--- config.mk ---
export PLATFORM = sky130hd
export DESIGN_NAME = tmr16_counter
export DESIGN_NICKNAME = d
export VERILOG_FILES = /design/src/tmr16_pkg.sv /design/src/tmr16_counter.sv
export VERILOG_INCLUDE_DIRS = /design/src
export SDC_FILE = /design/constraint.sdc
export NUM_CORES = 1
export LEC_CHECK = 0
export ABC_AREA = 1
export BUFFER_PORTS_ARGS = -buffer_cell sky130_fd_sc_hd__buf_2
export CAP_MARGIN = 20
export CORE_ASPECT_RATIO = 0.7
export CORE_MARGIN = 2
export CORE_UTILIZATION = 40
export CTS_CLUSTER_SIZE = 30
export DETAILED_ROUTE_END_ITERATION = 6
export GPL_ROUTABILITY_DRIVEN = 0
export PLACE_DENSITY = 0.65
export SLEW_MARGIN = 20
export SYNTH_ARGS = -nofsm -noshare
export SYNTH_HDL_FRONTEND = slang
export SYNTH_SLANG_ARGS = --single-unit
--- constraint.sdc ---
create_clock -name CLOCK -period 2.5 [get_ports CLOCK]
set_input_delay 0.25 -clock CLOCK [delete_from_list [all_inputs] [get_ports CLOCK]]
set_output_delay 0.25 -clock CLOCK [all_outputs]
set_load 0.01 [all_outputs]
--- src/tmr16_regs.svh ---
// Purpose: register indices, byte addresses, field positions, resets
// Assumes: index times four gives the AXI4-Lite byte address
// Notes: one aligned 32-bit word per register, data in the low bits
`ifndef TMR16_REGS_SVH
`define TMR16_REGS_SVH

// ----------------------------------------------------------------
// register indices and byte addresses
// ----------------------------------------------------------------
`define FLAG_REG_IDX 12'h00c
`define ENABLE_REG_IDX 12'h08c
`define COUNT_LOW_IDX 12'h00e
`define COUNT_HIGH_IDX 12'h00f
`define CONTROL_IDX 12'h010
`define ADDR_OF(idx) ({(idx), 2'b00})

// ----------------------------------------------------------------
// control fields
// ----------------------------------------------------------------
`define CTL_RUN 0
`define CTL_CLK_SEL 1
`define CTL_SYNC_N 2
`define CTL_OSC_EN 3
`define CTL_DIV_LO 4
`define CTL_DIV_HI 5
`define CTL_WIDTH 6
`define CTL_RESET 6'h00
`define OVF_BIT 0
`define IRQ_EN_BIT 0

// ----------------------------------------------------------------
// timing and answers
// ----------------------------------------------------------------
`define INST_DIV 4
`define PIN_SYNC_STAGES 3
`define RESP_OKAY 2'b00
`define RESP_SLVERR 2'b10

`endif

--- src/tmr16_pkg.sv ---
// Purpose: shared types of the 16-bit timer/counter
// Assumes: nothing beyond the register header
// Notes: types only, constants live in the header
`default_nettype none

package tmr16_pkg;
    typedef logic [15:0] count_t;
    typedef logic [1:0] axi_resp_t;
    typedef logic [13:0] axi_addr_t;
    typedef enum {
        SEL_NONE,
        SEL_FLAG,
        SEL_ENABLE,
        SEL_LOW,
        SEL_HIGH,
        SEL_CONTROL
    } reg_sel_t;
endpackage

`default_nettype wire

--- src/tmr16_counter.sv ---
// Purpose: 16-bit timer/counter with prescaler behind AXI4-Lite
// Assumes: CLOCK is the core oscillator, SLEEP comes from CLOCK logic
// Notes: the count pair has no reset; it holds x until written
//
// Functional notes
// - 16-bit count, byte access, wraps up
// - wrap latches flag; enable gates interrupt
// - timer mode counts core clock over four
// - counter mode counts external rising edges
// - run bit clear holds the count
// - divide field picks 1:1 to 1:8
// - count byte write clears prescaler
// - oscillator enable starts low-power oscillator
// - oscillator enable forces both pins input
// - oscillator enable picks oscillator input pin
// - sync bit clear synchronises external clock
// - synchronise after prescaler, prescaler counts input
// - timer mode ignores sync bit
// - synced counter stalls in sleep, prescaler runs
// - unsynced counter runs in sleep, wakes
// - async counter is no capture timebase
// - count reads always return valid value
// - compare trigger resets count to zero
// - trigger reset never sets overflow flag
// - trigger reset ignored in async counter mode
// - count write beats coincident trigger
// - power-on reset clears control; others keep
// - count untouched by any device reset
`include "tmr16_regs.svh"
`timescale 1ns/10ps
`default_nettype none

module tmr16_counter #(
    parameter int PRESC_W = 3
) (
    // clock and resets
    input wire logic CLOCK,
    input wire logic RST,
    input wire logic OTHER_RST,
    // device state and trigger sources
    input wire logic SLEEP,
    input wire logic CCU_A_TRIG,
    input wire logic CCU_B_TRIG,
    // pins
    input wire logic OSC_IN_PIN,
    input wire logic EXT_CLOCK_PIN,
    input wire logic [1:0] PORT_C_DIRECTION,
    output logic [1:0] PORT_C_DIR_EFF,
    output logic OSC_RUN,
    // status
    output logic OVF_IRQ,
    output logic TIMEBASE_OK,
    // axi4-lite write address and data
    input wire logic AWVALID,
    output logic AWREADY,
    input wire tmr16_pkg::axi_addr_t AWADDR,
    input wire logic [2:0] AWPROT,
    input wire logic WVALID,
    output logic WREADY,
    input wire logic [31:0] WDATA,
    input wire logic [3:0] WSTRB,
    // axi4-lite write response
    output logic BVALID,
    input wire logic BREADY,
    output tmr16_pkg::axi_resp_t BRESP,
    // axi4-lite read
    input wire logic ARVALID,
    output logic ARREADY,
    input wire tmr16_pkg::axi_addr_t ARADDR,
    input wire logic [2:0] ARPROT,
    output logic RVALID,
    input wire logic RREADY,
    output logic [31:0] RDATA,
    output tmr16_pkg::axi_resp_t RRESP
);
    import tmr16_pkg::*;

    // ----------------------------------------------------------------
    // helpers
    // ----------------------------------------------------------------
    function automatic reg_sel_t decode(input axi_addr_t a);
        reg_sel_t s;
        s = SEL_NONE;
        case (a)
            `ADDR_OF(`FLAG_REG_IDX): s = SEL_FLAG;
            `ADDR_OF(`ENABLE_REG_IDX): s = SEL_ENABLE;
            `ADDR_OF(`COUNT_LOW_IDX): s = SEL_LOW;
            `ADDR_OF(`COUNT_HIGH_IDX): s = SEL_HIGH;
            `ADDR_OF(`CONTROL_IDX): s = SEL_CONTROL;
            default: s = SEL_NONE;
        endcase
        return s;
    endfunction

    function automatic logic [PRESC_W-1:0] div_mask(input logic [1:0] f);
        logic [PRESC_W-1:0] m;
        m = '0;
        case (f)
            2'b00: m = PRESC_W'(3'h0);
            2'b01: m = PRESC_W'(3'h1);
            2'b10: m = PRESC_W'(3'h3);
            default: m = PRESC_W'(3'h7);
        endcase
        return m;
    endfunction

    // ----------------------------------------------------------------
    // state
    // ----------------------------------------------------------------
    logic [`CTL_WIDTH-1:0] ctrl_q;
    logic flag_q, irq_en_q;
    count_t count_q;
    logic [PRESC_W-1:0] presc_q;
    logic [1:0] inst_q;
    logic [`PIN_SYNC_STAGES-1:0] osc_s_q, ext_s_q;
    logic pin_lvl_q;
    logic aw_have_q, w_have_q, bvalid_q, rvalid_q;
    axi_addr_t awaddr_q;
    logic [31:0] wdata_q, rdata_q;
    logic [3:0] wstrb_q;
    axi_resp_t bresp_q, rresp_q;

    logic run, clk_sel, sync_n, osc_en, async_mode;
    logic sel2, sel3, pin_rise, inst_tick, src_tick, pre_out, inc;
    logic wr_fire, lane0, trig, wr_low, wr_high, wr_count, ovf_set;
    reg_sel_t wsel, rsel;

    assign run = ctrl_q[`CTL_RUN];
    assign clk_sel = ctrl_q[`CTL_CLK_SEL];
    assign sync_n = ctrl_q[`CTL_SYNC_N];
    assign osc_en = ctrl_q[`CTL_OSC_EN];
    // sync bit only matters with the external source
    assign async_mode = clk_sel && sync_n;

    // ----------------------------------------------------------------
    // pin inputs
    // ----------------------------------------------------------------
    always_ff @(posedge CLOCK or posedge RST) begin
        if (RST) begin
            osc_s_q <= '0;
            ext_s_q <= '0;
        end else begin
            osc_s_q <= {osc_s_q[`PIN_SYNC_STAGES-2:0], OSC_IN_PIN};
            ext_s_q <= {ext_s_q[`PIN_SYNC_STAGES-2:0], EXT_CLOCK_PIN};
        end
    end

    // oscillator enable chooses which pin feeds the counter
    assign sel2 = osc_en ? osc_s_q[1] : ext_s_q[1];
    assign sel3 = osc_en ? osc_s_q[2] : ext_s_q[2];
    assign pin_rise = (sel2 == sel3) && sel2 && !pin_lvl_q;

    always_ff @(posedge CLOCK or posedge RST) begin
        if (RST) begin
            pin_lvl_q <= 1'b0;
        end else if (sel2 == sel3) begin
            pin_lvl_q <= sel2;
        end
    end

    assign OSC_RUN = osc_en;
    // pins stay inputs while the oscillator owns them
    assign PORT_C_DIR_EFF = osc_en ? 2'b11 : PORT_C_DIRECTION;

    // ----------------------------------------------------------------
    // clock source and prescaler
    // ----------------------------------------------------------------
    // core clock stops in sleep, so the instruction tick stops too
    always_ff @(posedge CLOCK or posedge RST) begin
        if (RST) begin
            inst_q <= 2'h0;
        end else if (!SLEEP) begin
            inst_q <= inst_q + 2'h1;
        end
    end

    assign inst_tick = !SLEEP && (inst_q == 2'(`INST_DIV - 1));
    assign src_tick = run && (clk_sel ? pin_rise : inst_tick);
    assign pre_out = src_tick
        && ((presc_q & div_mask(ctrl_q[`CTL_DIV_HI:`CTL_DIV_LO]))
            == div_mask(ctrl_q[`CTL_DIV_HI:`CTL_DIV_LO]));

    // prescaler sits ahead of the sleep gate and keeps counting
    always_ff @(posedge CLOCK or posedge RST) begin
        if (RST) begin
            presc_q <= '0;
        end else if (wr_count) begin
            presc_q <= '0;
        end else if (pre_out) begin
            presc_q <= '0;
        end else if (src_tick) begin
            presc_q <= presc_q + PRESC_W'(1);
        end
    end

    // synced counter mode loses its sync stage in sleep
    assign inc = pre_out && !(clk_sel && !sync_n && SLEEP);

    // ----------------------------------------------------------------
    // count pair
    // ----------------------------------------------------------------
    assign wr_fire = aw_have_q && w_have_q && !bvalid_q;
    assign wsel = decode(awaddr_q);
    assign lane0 = wstrb_q[0];
    assign wr_low = wr_fire && lane0 && (wsel == SEL_LOW);
    assign wr_high = wr_fire && lane0 && (wsel == SEL_HIGH);
    assign wr_count = wr_low || wr_high;
    // trigger is not honoured against an unsynced clock
    assign trig = (CCU_A_TRIG || CCU_B_TRIG) && !async_mode;
    assign ovf_set = inc && (count_q == 16'hffff)
        && !wr_count && !trig;

    // no reset branch: device resets leave the count alone
    always_ff @(posedge CLOCK) begin
        if (wr_count) begin
            if (wr_low) begin
                count_q[7:0] <= wdata_q[7:0];
            end
            if (wr_high) begin
                count_q[15:8] <= wdata_q[7:0];
            end
        end else if (trig) begin
            count_q <= 16'h0000;
        end else if (inc) begin
            count_q <= count_q + 16'h0001;
        end
    end

    // ----------------------------------------------------------------
    // control, flag and enable
    // ----------------------------------------------------------------
    always_ff @(posedge CLOCK or posedge RST) begin
        if (RST) begin
            ctrl_q <= `CTL_RESET;
        end else if (wr_fire && lane0 && wsel == SEL_CONTROL) begin
            ctrl_q <= wdata_q[`CTL_WIDTH-1:0];
        end
    end

    // a wrap in the clearing cycle still leaves the flag set
    always_ff @(posedge CLOCK or posedge RST) begin
        if (RST) begin
            flag_q <= 1'b0;
            irq_en_q <= 1'b0;
        end else if (OTHER_RST) begin
            flag_q <= 1'b0;
            irq_en_q <= 1'b0;
        end else begin
            if (ovf_set) begin
                flag_q <= 1'b1;
            end else if (wr_fire && lane0 && wsel == SEL_FLAG) begin
                flag_q <= wdata_q[`OVF_BIT];
            end
            if (wr_fire && lane0 && wsel == SEL_ENABLE) begin
                irq_en_q <= wdata_q[`IRQ_EN_BIT];
            end
        end
    end

    // unsynced mode keeps this alive in sleep for wake-up
    assign OVF_IRQ = flag_q && irq_en_q;
    assign TIMEBASE_OK = !async_mode;

    // ----------------------------------------------------------------
    // axi4-lite write side
    // ----------------------------------------------------------------
    assign AWREADY = !aw_have_q && !bvalid_q;
    assign WREADY = !w_have_q && !bvalid_q;
    assign BVALID = bvalid_q;
    assign BRESP = bresp_q;

    always_ff @(posedge CLOCK or posedge RST) begin
        if (RST) begin
            aw_have_q <= 1'b0;
            w_have_q <= 1'b0;
            bvalid_q <= 1'b0;
            bresp_q <= `RESP_OKAY;
            awaddr_q <= '0;
            wdata_q <= 32'h0000_0000;
            wstrb_q <= 4'h0;
        end else begin
            if (AWVALID && AWREADY) begin
                aw_have_q <= 1'b1;
                awaddr_q <= AWADDR;
            end
            if (WVALID && WREADY) begin
                w_have_q <= 1'b1;
                wdata_q <= WDATA;
                wstrb_q <= WSTRB;
            end
            if (wr_fire) begin
                aw_have_q <= 1'b0;
                w_have_q <= 1'b0;
                bvalid_q <= 1'b1;
                bresp_q <= (wsel == SEL_NONE) ? `RESP_SLVERR : `RESP_OKAY;
            end else if (bvalid_q && BREADY) begin
                bvalid_q <= 1'b0;
            end
        end
    end

    // ----------------------------------------------------------------
    // axi4-lite read side
    // ----------------------------------------------------------------
    assign ARREADY = !rvalid_q;
    assign RVALID = rvalid_q;
    assign RDATA = rdata_q;
    assign RRESP = rresp_q;
    assign rsel = decode(ARADDR);

    // count lives in this clock, so a byte read is never torn
    always_ff @(posedge CLOCK or posedge RST) begin
        if (RST) begin
            rvalid_q <= 1'b0;
            rdata_q <= 32'h0000_0000;
            rresp_q <= `RESP_OKAY;
        end else if (ARVALID && ARREADY) begin
            rvalid_q <= 1'b1;
            rresp_q <= `RESP_OKAY;
            case (rsel)
                SEL_FLAG: rdata_q <= {31'h0, flag_q};
                SEL_ENABLE: rdata_q <= {31'h0, irq_en_q};
                SEL_LOW: rdata_q <= {24'h0, count_q[7:0]};
                SEL_HIGH: rdata_q <= {24'h0, count_q[15:8]};
                SEL_CONTROL: rdata_q <= {26'h0, ctrl_q};
                default: begin
                    rdata_q <= 32'h0000_0000;
                    rresp_q <= `RESP_SLVERR;
                end
            endcase
        end else if (rvalid_q && RREADY) begin
            rvalid_q <= 1'b0;
        end
    end

    // ----------------------------------------------------------------
    // checks
    // ----------------------------------------------------------------
    chk_wrap_sets_flag: assert property (@(posedge CLOCK) disable iff (RST)
        inc && count_q == 16'hffff && !wr_count && !trig && !OTHER_RST
        |=> flag_q && count_q == 16'h0000)
        else $error("wrap did not set the overflow flag");

    chk_trig_zeroes: assert property (@(posedge CLOCK) disable iff (RST)
        trig && !wr_count |=> count_q == 16'h0000)
        else $error("trigger did not clear the count");

    chk_trig_no_flag: assert property (@(posedge CLOCK) disable iff (RST)
        trig && !flag_q |=> !flag_q)
        else $error("trigger reset set the overflow flag");

    chk_write_beats_trig: assert property (@(posedge CLOCK) disable iff (RST)
        wr_low && trig |=> count_q[7:0] == $past(wdata_q[7:0]))
        else $error("trigger overrode a count write");

    chk_stopped_holds: assert property (@(posedge CLOCK) disable iff (RST)
        !run && !wr_count && !trig [*2] |-> $stable(count_q))
        else $error("count moved while stopped");

    chk_sleep_sync_hold: assert property (@(posedge CLOCK) disable iff (RST)
        clk_sel && !sync_n && SLEEP && !wr_count && !trig
        |=> count_q == $past(count_q))
        else $error("synced counter advanced in sleep");

    chk_presc_cleared: assert property (@(posedge CLOCK) disable iff (RST)
        wr_count |=> presc_q == '0)
        else $error("prescaler not cleared by count write");

    chk_timer_rate: assert property (@(posedge CLOCK) disable iff (RST)
        inc && !clk_sel |-> !$past(inc, 1) && !$past(inc, 2)
            && !$past(inc, 3))
        else $error("timer mode advanced faster than core clock over four");

    chk_irq_gate: assert property (@(posedge CLOCK) disable iff (RST)
        ovf_set && irq_en_q && !OTHER_RST |=> OVF_IRQ)
        else $error("enabled overflow raised no interrupt");

    chk_osc_pins_in: assert property (@(posedge CLOCK) disable iff (RST)
        $rose(osc_en) |-> PORT_C_DIR_EFF == 2'b11)
        else $error("oscillator pins not forced to input");

endmodule

`default_nettype wire

* Yosys cells after proc, flatten, opt, wreduce, memory -nomap -nowiden
Index checks and enable logic that the tools add are counted.
Cells by class: multiplexer cells 31, bitwise logic cells 1, add/subtract/negate cells 3, equality and inequality tests 28, reductions and logical operators 55
Operators by type and width (count):
- $eq 14x6->1 const B | 6
- $eq 32x3->1 const B | 2
- $eq 32x4->1 const B | 2
- $mux 16 | 3
- $pmux 8 s5 | 1
- $eq 32x2->1 const B | 1
- $logic_not 32->1 | 1
- $pmux 3 s5 | 2
- $logic_and 1x1->1 | 29
- $eq 14x10->1 const B | 2
- $eq 14x7->1 const B | 2
- $add 16x1->16 const B | 1
- $eq 16x16->1 const B | 1
- $mux 1 | 16
- $mux 8 | 2
- $logic_not 1->1 | 11
- $reduce_bool 2->1 | 5
- $mux 3 | 3
- $pmux 3 s3 | 1
- $reduce_bool 3->1 | 3
- $eq 3x2->1 const B | 2
- $eq 3x3->1 const B | 2
- $mux 2 | 3
- $reduce_or 5->1 | 1
- 12 further kinds | 16
Storage, ports and cells: bits of input ports 85, output and inout bits 46, word-level logic and storage cells 138, register bits 99

* Logic depth before layout (Yosys ltp)
Gate-level depths: netlist (run 1).
word-level depth 13, gate-level depth with buffers 14

* Least setup slack after synthesis (run 1)
Ideal clock, no wire load.
path kind register -> register, start point register ctrl_q[3], end point register count_q[0] (enable), stages on the path, launching flop included 13, data required time 2.171 ns, setup time 0.329 ns, setup slack 0.611 ns, data arrival time 1.560 ns, buffers on the path 0, cells stage by stage dfrtp_1 > inv_1 > nand2_1 > nand2_1 > ha_1 > nand2_1 > nand2_1 > nand2_1 > nor2_2 > nand3_1 > nand2_1 > nand2_1 > nand2_1
Between the ends: longest elaborated chain between the ends 10, elaborated cells between the ends (all ways) 11, those cells by class eq/ne: 1; mux: 3; reduce/logical: 7
RTL lines:
- start: declaration | line tmr16_counter.sv:110 | logic [`CTL_WIDTH-1:0] ctrl_q;
- start signal: assignment | line tmr16_counter.sv:234 | ctrl_q <= `CTL_RESET;
- start signal: assignment | line tmr16_counter.sv:236 | ctrl_q <= wdata_q[`CTL_WIDTH-1:0];
- $mux 1 * | line tmr16_counter.sv:149 | assign sel2 = osc_en ? osc_s_q[1] : ext_s_q[1];
- named net sel2 | line tmr16_counter.sv:124 | logic sel2, sel3, pin_rise, inst_tick, src_tick, pre_out, inc;
- $eq 1x1->1 | line tmr16_counter.sv:151 | assign pin_rise = (sel2 == sel3) && sel2 && !pin_lvl_q;
- $logic_and 1x1->1 * (2 in series) | line tmr16_counter.sv:151
- $mux 1 * | line tmr16_counter.sv:178 | assign src_tick = run && (clk_sel ? pin_rise : inst_tick);
- $logic_and 1x1->1 * | line tmr16_counter.sv:178
- $logic_and 1x1->1 * | line tmr16_counter.sv:179 | assign pre_out = src_tick
- $logic_and 1x1->1 * | line tmr16_counter.sv:197 | assign inc = pre_out && !(clk_sel && !sync_n && SLEEP);
- $reduce_bool 3->1 (no line) *
- $reduce_and 2->1 (no line) *
- end signal: assignment | line tmr16_counter.sv:217 | count_q[7:0] <= wdata_q[7:0];
- end signal: assignment | line tmr16_counter.sv:225 | count_q <= count_q + 16'h0001;
- end: declaration | line tmr16_counter.sv:112 | count_t count_q;
Mark *: on every way through the listed nets, which the timed path passes. The rest lies on a longest branch. A chain may end at the register's enable or synchronous reset.

* Final worst setup path (run 1)
start point register ctrl_q[3], end point register count_q[3] (enable)
The elaborated chain is that of the path after synthesis.

==> results of run 1 <==
==> synthesized netlist by cell type (6+ instances only) <==
cell and n:
o21ai_1 10, o21ai_0 19, o21ai_2 12, dfrtp_1 57, inv_1 47, a21oi_1 13, nand2_1 97, mux2_2 12
nor2_1 44, edfxtp_1 16, nand4_1 14, buf_4 26, nand3_1 27, nand2_2 6
==> worst max-delay path, stage by stage, from the launching register on <==
cell and delay, ps:
dfrtp_1 440, inv_1 160, nand2_1 70, nand2_1 80
ha_1 140, nand2_1 50, nand2_1 50, nand2_1 110
nor2_2 190, nand3_1 140, nand2_1 100, nand2_1 80
nand2_1 310
==> path summary, 6_finish.rpt <==
path	slack [ps]	start	end
min in group CLOCK	20	EXT_CLOCK_PIN	ext_s_q[0]
max	240	ctrl_q[3]	count_q[3]
max in group asynchronous	1820	RST	RDATA[7]
min reg2reg	350	osc_s_q[0]	osc_s_q[1]
max reg2reg	240	ctrl_q[3]	count_q[3]
min	20	RST	wdata_q[6]
==> state kept, by name (all words and copies together) (netlist names), 2 cells and up <==
register / flops
awaddr_q: 14
ctrl_q: 6
wdata_q: 8
count_q: 16
RDATA: 8
osc_s_q: 3
presc_q: 3
ext_s_q: 3
inst_q: 2
==> cell families (layout without fill, tap and decap cells) <==
group	Yosys count	in the layout	share of synthesized area [%]
multiplexers	12	12	3.29
XOR/XNOR	6	6	1.28
flip-flops	73	73	46.4
other	1	26	0.0912
AND/OR/NAND/NOR	220	220	26.8
AO/OA/AOI/OAI	65	65	10.0
buffers and inverters	86	141	10.9
adder cells (fa/ha/maj)	4	4	1.22
==> per-layer routing <==
metal	routed length, um	up-vias
li1	-	1649
met1	4310	1534
met2	4110	151
met3	842	14
met4	134	0
met5	0	-
==> power groups by stage <==
stage          Combinational (mW)  Sequential [mW]  Clock [mW]
2_1_floorplan               0.650             1.65           0
3_3_place_gp                0.813             1.68           0
3_5_place_dp                0.841             1.70           0
4_1_cts                     0.847             1.68        1.44
5_1_grt                     0.950             1.72        1.50
6_report                    0.835             1.67        1.42
==> final cells by class <==
cell class | instances | area [um2]
clock inverter | 4 | 53.8
multi-input combinational | 333 | 1850
tap | 128 | 160
fill | 940 | 5020
sequential | 73 | 1910
inverter | 52 | 198
timing repair buffer | 73 | 370
clock buffer | 12 | 278
==> impl.org, run 1 <==
** Run status
- Run status :: complete, no violations

** Critical path
- STA puts the critical path data arrival time at between 2000 and 2500 ps.
- STA classifies the critical path endpoint as a register.
- The critical path is of the register to register type.
- At the worst endpoint, the required time is approximately 2500 ps.
- Maximum fanout count along the critical path :: 8
- Type of element launching the critical path :: register
- Measured in cells, the most critical reg-to-reg path has a length of 12.

** Logic synthesis
- Each instance of the synthesized netlist takes up on average about 8.8 um2.
- Synthesized cell area :: approximately 0.0041 mm2
- Among all flip-flop cells after synthesis, the most frequent one is dfrtp_1.
- Count of yosys warnings during synthesis :: 0
- Number of flops mapped to enable cells by yosys :: 16
- Summed over all instances, the cell type with the most area after synthesis is dfrtp_1.
- After synthesis the netlist holds a flip-flop and latch count of 73.
- Sequential cell area fraction in the yosys report :: between 40% and 50%
- Async SR Flop Fraction :: around 78%
- Number of cells produced by synthesis :: 467
- Yosys attributes the largest share of cell area to dfrtp_1 35%, edfxtp_1 12%, nand2_1 8.9%.
- Count of cell types in the netlist :: 45
- Synth top area share :: between 30% and 40%

** Global routing
- The first global-routing pass estimated roughly 16 mm of wire.
- Largest net degree at the start of global routing :: 35
- Global routing consumed, on the met3 layer, roughly 6.9% of the routing resources.
- Highest-utilization routing layer at the global route stage :: met2
- Global routing used 18.1% of the available tracks.
- Vias in the first global route :: 3229
- In the global route stage, met2 resource usage came out at about 27%.
- Antenna violations before repair :: 0
- Total overflow reported by the global router :: 0
- Global routing used 24.6% of the available met1 tracks.

** STA
- Final-report hold violation count :: 0
- Timing would allow up to 443 MHz.
- For the pin with the worst max-slew slack, the measured transition is around 820 ps.
- The max-slew violation count came to 0.
- Measured against its own limit, the worst slew margin works out to between 40% and 50%.
- Final setup violation count :: 0
- Final critical-path setup slack :: between 200 and 250 ps
- The worst path in the final design needs a cycle of roughly 2300 ps, including I/O delays and setup.
- Setup repair after global routing left no endpoint under its margin.
- Hold slack final :: about 22 ps
- Post-route fraction of the period consumed by the critical path :: around 90%
- Post-Route Skew :: 6.88 ps
- Setup TNS :: 0 ps

** Clock tree
- The clock passes through at most 2 buffers.
- Worst skew pair latency :: 330 ps
- CTS clock-pin slew for the worst setup and hold paths :: 60 ps
- Clock tree from TritonCTS :: built
- Clock buffers created by TritonCTS :: 9
- Once the clock tree was built, the resizer swapped 0 gates to a different size.
- After clock tree synthesis, the setup repair step added 0 buffers.
- Clock Tree Root :: clkbuf_16
- CTS HTree Levels :: 3
- Counting every sink on the clock net gives 73.
- Cts hold-fix bufs :: 0

** Floorplanning
- In this run the core area contains 30 standard-cell rows.
- Vertical die dimension :: between 80 and 90 um
- For this configuration, the core starts out at a cell density of between 40% and 50%.
- Standard cell core area :: 0.00983 mm2
- The floorplan step set the die width to 125 um.
- The die covers about 0.011 mm2.
- Number of top-level pins :: roughly 130

** Placed design
- After detailed placement, the total cell area comes to about 0.0045 mm2.
- Timing analysis after detailed placement gives a worst setup slack of roughly 250 ps.
- Including well taps, the total number of placed cells is between 600 and 700.
- Number of buffers added on ports :: 71
- The HPWL after detailed placement is just over 7 mm.

** Power and ir drop
- Of the total power, registers draw approximately 43%.
- Int Power :: 2.72 mW
- Summed over all nets, the switching power comes to 1.21 mW.
- The clock network burns ~36% of the power.
- Power, Total :: 3.92 mW
- In this run switching power makes up 30.8% of total power.
- For this design the static power due to leakage is approximately 2.3 nW.
- The worst-case IR drop observed on VDD is roughly 640 uV.
- In this run the power density over the cells is a little over 800 mW/mm2.
- Proportion of power drawn by combinational gates :: 21.3%

** Final layout
- Final instance area :: approximately 0.0048 mm2
- Excluding fillers, the count of instances in the completed layout stands at 675.
- Most common library cell in the layout ignoring fill and taps :: nand2_1
- The number of antenna diodes in the final layout is 0.
- Compared with the post-synthesis result, the final layout area differs by 17.1%.
- Final cell utilization of the core :: 49.0%
- The top cell types in the final layout, fill and taps aside, are 97 x nand2_1, 71 x buf_2, 57 x dfrtp_1.
- Cells with a size suffix above 1 make up a little over a quarter of the layout.
- In the final design database the tool counted around 630 nets.

** Run
- Max-cap violations in this run came to 0.

** Routing
- Using the TritonRoute via totals, the vias-per-cell ratio works out to 4.96.
- Remaining routing DRC violations :: 0
- Before antenna repair, the detailed router went through 5 iterations.
- Post-detailed-route wirelength per cell :: 13.9 um
- Total wire length :: around 9.4 mm
- Antenna Nets Post-Route :: 0
- Via total after detailed routing :: roughly 3300
- Violation count after the first detailed-route iteration :: between 200 and 250

** Min path
- The tightest min-delay check is of the input port to asynchronous set/reset pin type.
Note: power is estimated with default switching activity, not from simulation.
==> inputs of run 2 (changes only) <==
--- a/config.mk
+++ b/config.mk
@@ -9,13 +9,15 @@
 export ABC_AREA = 1
 export BUFFER_PORTS_ARGS = -buffer_cell sky130_fd_sc_hd__buf_2
 export CAP_MARGIN = 20
+export CELL_PAD_IN_SITES_DETAIL_PLACEMENT = 1
+export CELL_PAD_IN_SITES_GLOBAL_PLACEMENT = 2
 export CORE_ASPECT_RATIO = 0.7
 export CORE_MARGIN = 2
-export CORE_UTILIZATION = 40
+export CORE_UTILIZATION = 30
 export CTS_CLUSTER_SIZE = 30
 export DETAILED_ROUTE_END_ITERATION = 6
 export GPL_ROUTABILITY_DRIVEN = 0
-export PLACE_DENSITY = 0.65
+export PLACE_DENSITY_LB_ADDON = 0.1
 export SLEW_MARGIN = 20
 export SYNTH_ARGS = -nofsm -noshare
 export SYNTH_HDL_FRONTEND = slang
==> impl.org, run 2 (synthesized netlist as in run 1, its figures left out) <==
** Run status
- The flow ran to the end, and the final reports show no timing, DRC or antenna violations.

** Clock tree
- Clk sinks :: 73 (unchanged)
- TritonCTS built the clock tree.
- Post-CTS Setup Repair Bufs :: 0 (unchanged)
- The clock-pin slew on the worst setup and hold paths was 70 ps (about the same).
- Clock buffers created by TritonCTS :: 9 (unchanged)
- The source-to-sink clock delay at the later pin of the worst-skew pair came to 350 ps (+20 ps).
- The number of buffers on the longest clock path is 2 (unchanged).
- Clock Tree Root :: clkbuf_16
- CTS HTree Levels :: 3 (unchanged)

** Critical path
- The maximum single-stage delay on the critical path came to 440 ps (about the same).
- Critical Path AT :: 2220 ps (-30 ps)
- The slowest stage of the critical path belongs to the cell dfrtp_1.
- Maximum fanout count along the critical path :: 8 (unchanged)
- The startpoint identified for the worst register-to-register timing path is ctrl_q[3].
- The logic depth of the worst register-to-register path came to 13 (+1).
- Required time at the endpoint of the critical path :: 2540 ps (+50 ps)
- The cell that appears most often on the critical path is nand2_1.
- The flop-to-flop setup slack came to 330 ps (+90 ps).
- Critical Path, Cell by Cell :: inv_1, nand2_1, nand2_1, ha_1, nand2_1, nand2_1, nand2_1, nor2_2, nand3_1, nand2_1, nand2_1, nand2_1, buf_4
- Worst setup path category :: register to register
- STA classifies the critical path endpoint as a register.
- STA classifies the critical path startpoint as a register.
- Reg-to-reg endpoint :: count_q[11]

** Global routing
- Antenna violations before repair :: 0 (unchanged)
- The pin count of the biggest net entering global routing came to 24 (-31%).
- Vias in the first global route :: 3443 (+6.6%)
- The overall track demand over capacity in global routing came to 16.6% (-1.5 points).
- The global-route congestion overflow total came to 0 (unchanged).
- First-pass GRT wire length :: 18.2 mm (+16%)

** Routing
- The detailed-route wire length is 11.1 mm (+18%).
- Via total after detailed routing :: 3312 (-1.1%)
- Violation count after the first detailed-route iteration :: 113 (-54%)
- The vias per cell is 4.49 (-9.4%).
- Remaining routing DRC violations :: 0 (unchanged)
- Post-detailed-route wirelength per cell :: 15.1 um (+8.3%)
- Detailed-routing iteration count for the pre-antenna-repair pass :: 4 (-1)
- The number of nets with antenna violations after routing is 0 (unchanged).

** Floorplanning
- The width of the die was 144 um (+15%).
- The initial standard-cell utilization of the core was 31.0% (-11 points).
- Standard cell core area :: 0.0133 mm2 (+35%)
- Die area :: 0.0147 mm2 (+32%)
- Number of top-level pins :: 131 (unchanged)
- Site Rows :: 35 (+17%)
- Vertical die dimension :: 102 um (+15%)

** Final layout
- The share of cells above drive strength 1 came to 27.5% (+0.30 points).
- Most flop-heavy register :: count_q
- Layout Cells excl Fill :: 737 (+9.2%)
- Leading cell types in the layout, fill and taps excluded :: 96 x nand2_1, 71 x buf_2, 57 x dfrtp_1
- Most common library cell in the layout ignoring fill and taps :: nand2_1
- The largest registers in the layout are count_q: 16 flops, awaddr_q: 14 flops.
- The flip-flop count of the largest register, all copies and words added was 16 (unchanged).
- From synthesis to final layout, the design area changed by 20.5%.
- The post-layout net count is 636 (+0.79%).
- N_diodes :: 0 (unchanged)

** STA
- Final slew viol count :: 0 (unchanged)
- Setup repair after global routing left no endpoint under its margin.
- The timing-limited maximum frequency came to 460 MHz (+4.0%).
- The share of the clock period used by the worst path was 86.9% (-3.4 points).
- The final worst clock skew was 9.53 ps (+2.65 ps).
- Final critical-path setup slack :: 327 ps (+86.1 ps)
- Setup TNS :: 0 ps (unchanged)
- The count of final setup violators was 0 (unchanged).
- Measured slew at the worst slew-check pin :: 651 ps (-171 ps)
- Worst-case headroom to the max-slew limit :: 56.5% (+11 points)
- The post-route minimum period is 2170 ps (-86.1 ps).
- Final-report hold violation count :: 0 (unchanged)

** Placed design
- Number of buffers added on ports :: 71 (unchanged)
- The pre-CTS worst setup slack was 233 ps (-17.9 ps).
- The HPWL after detailed placement is 8.73 mm (+20%).
- # placed instances :: 718 (+9.0%)

** Power and ir drop
- LEAKAGE :: 2.36 nW (+1.0%)
- Total power divided by cell area :: 824 mW/mm2 (+1.1%)
- Peak supply drop :: 446 uV (-30%)

** Min path
- Hold Path Sink :: RVALID
- Hold Crit Class :: input port to register
- Hold path cells :: 2
- Worst Hold Launch :: RREADY

** Run
- The number of max-cap violations came to 0 (unchanged).
run 2: through the flow:
stage	util (%)	hold slack (ps)	power [mW]	instance area (um2)
after global routing	37.3	106	4.33	4950
after floorplan	-	281	2.30	4200
final	37.3	94.7	4.08	4950
after CTS	37.3	86.8	4.14	4950
after detailed placement	34.4	265	2.59	4570
after global placement	34.4	258	2.54	4570
run 2: layer usage:
layer,routed length (um),global-route usage (%),up-vias,share of wire [%]
met4,137,5.05,0,1.2
li1,-,-,1653,-
met2,4600,24.7,73,41
met1,5860,24.0,1576,53
met5,0,0,-,0
met3,527,3.98,10,4.7
run 2: final cells by class:
cell class / instances / area (um2)
fillers: 1592 / 8320
flip-flops and latches: 73 / 1910
multi-input cells: 333 / 1850
repair buffers: 78 / 415
well taps: 185 / 231
clock buffers: 9 / 225
inverters: 52 / 198
clock inverters: 7 / 124
run 2: power breakdown:
group	internal, mW	switching [mW]
clock	0.985	0.544
sequential	1.49	0.185
combinational	0.332	0.539
run 2: critical path, delay by kind of cell, from the launching register on:
kind,cells,cell delay [ps]
DFF,1,440
and+or+nand+nor,10,930
adders and majority gates,1,140
buffers and inverters,2,350
run 2: worst max path at each step:
stage,startpoint,end,cells after the start
final,ctrl_q[3],count_q[11],13
after detailed placement,ctrl_q[3],count_q[7],12
after global placement,ctrl_q[3],count_q[4],12
after CTS,ctrl_q[3],count_q[5],12
after global routing,ctrl_q[3],count_q[11],13
after floorplan,ctrl_q[3],count_q[0],12
run 2: repair_timing:
item | 4_1_cts | 5_1_grt
hold buffers | 3 | 0
gates resized for setup | 0 | 1
hold endpoints to repair | 16 | 0
endpoints found under the setup margin | 0 | 8
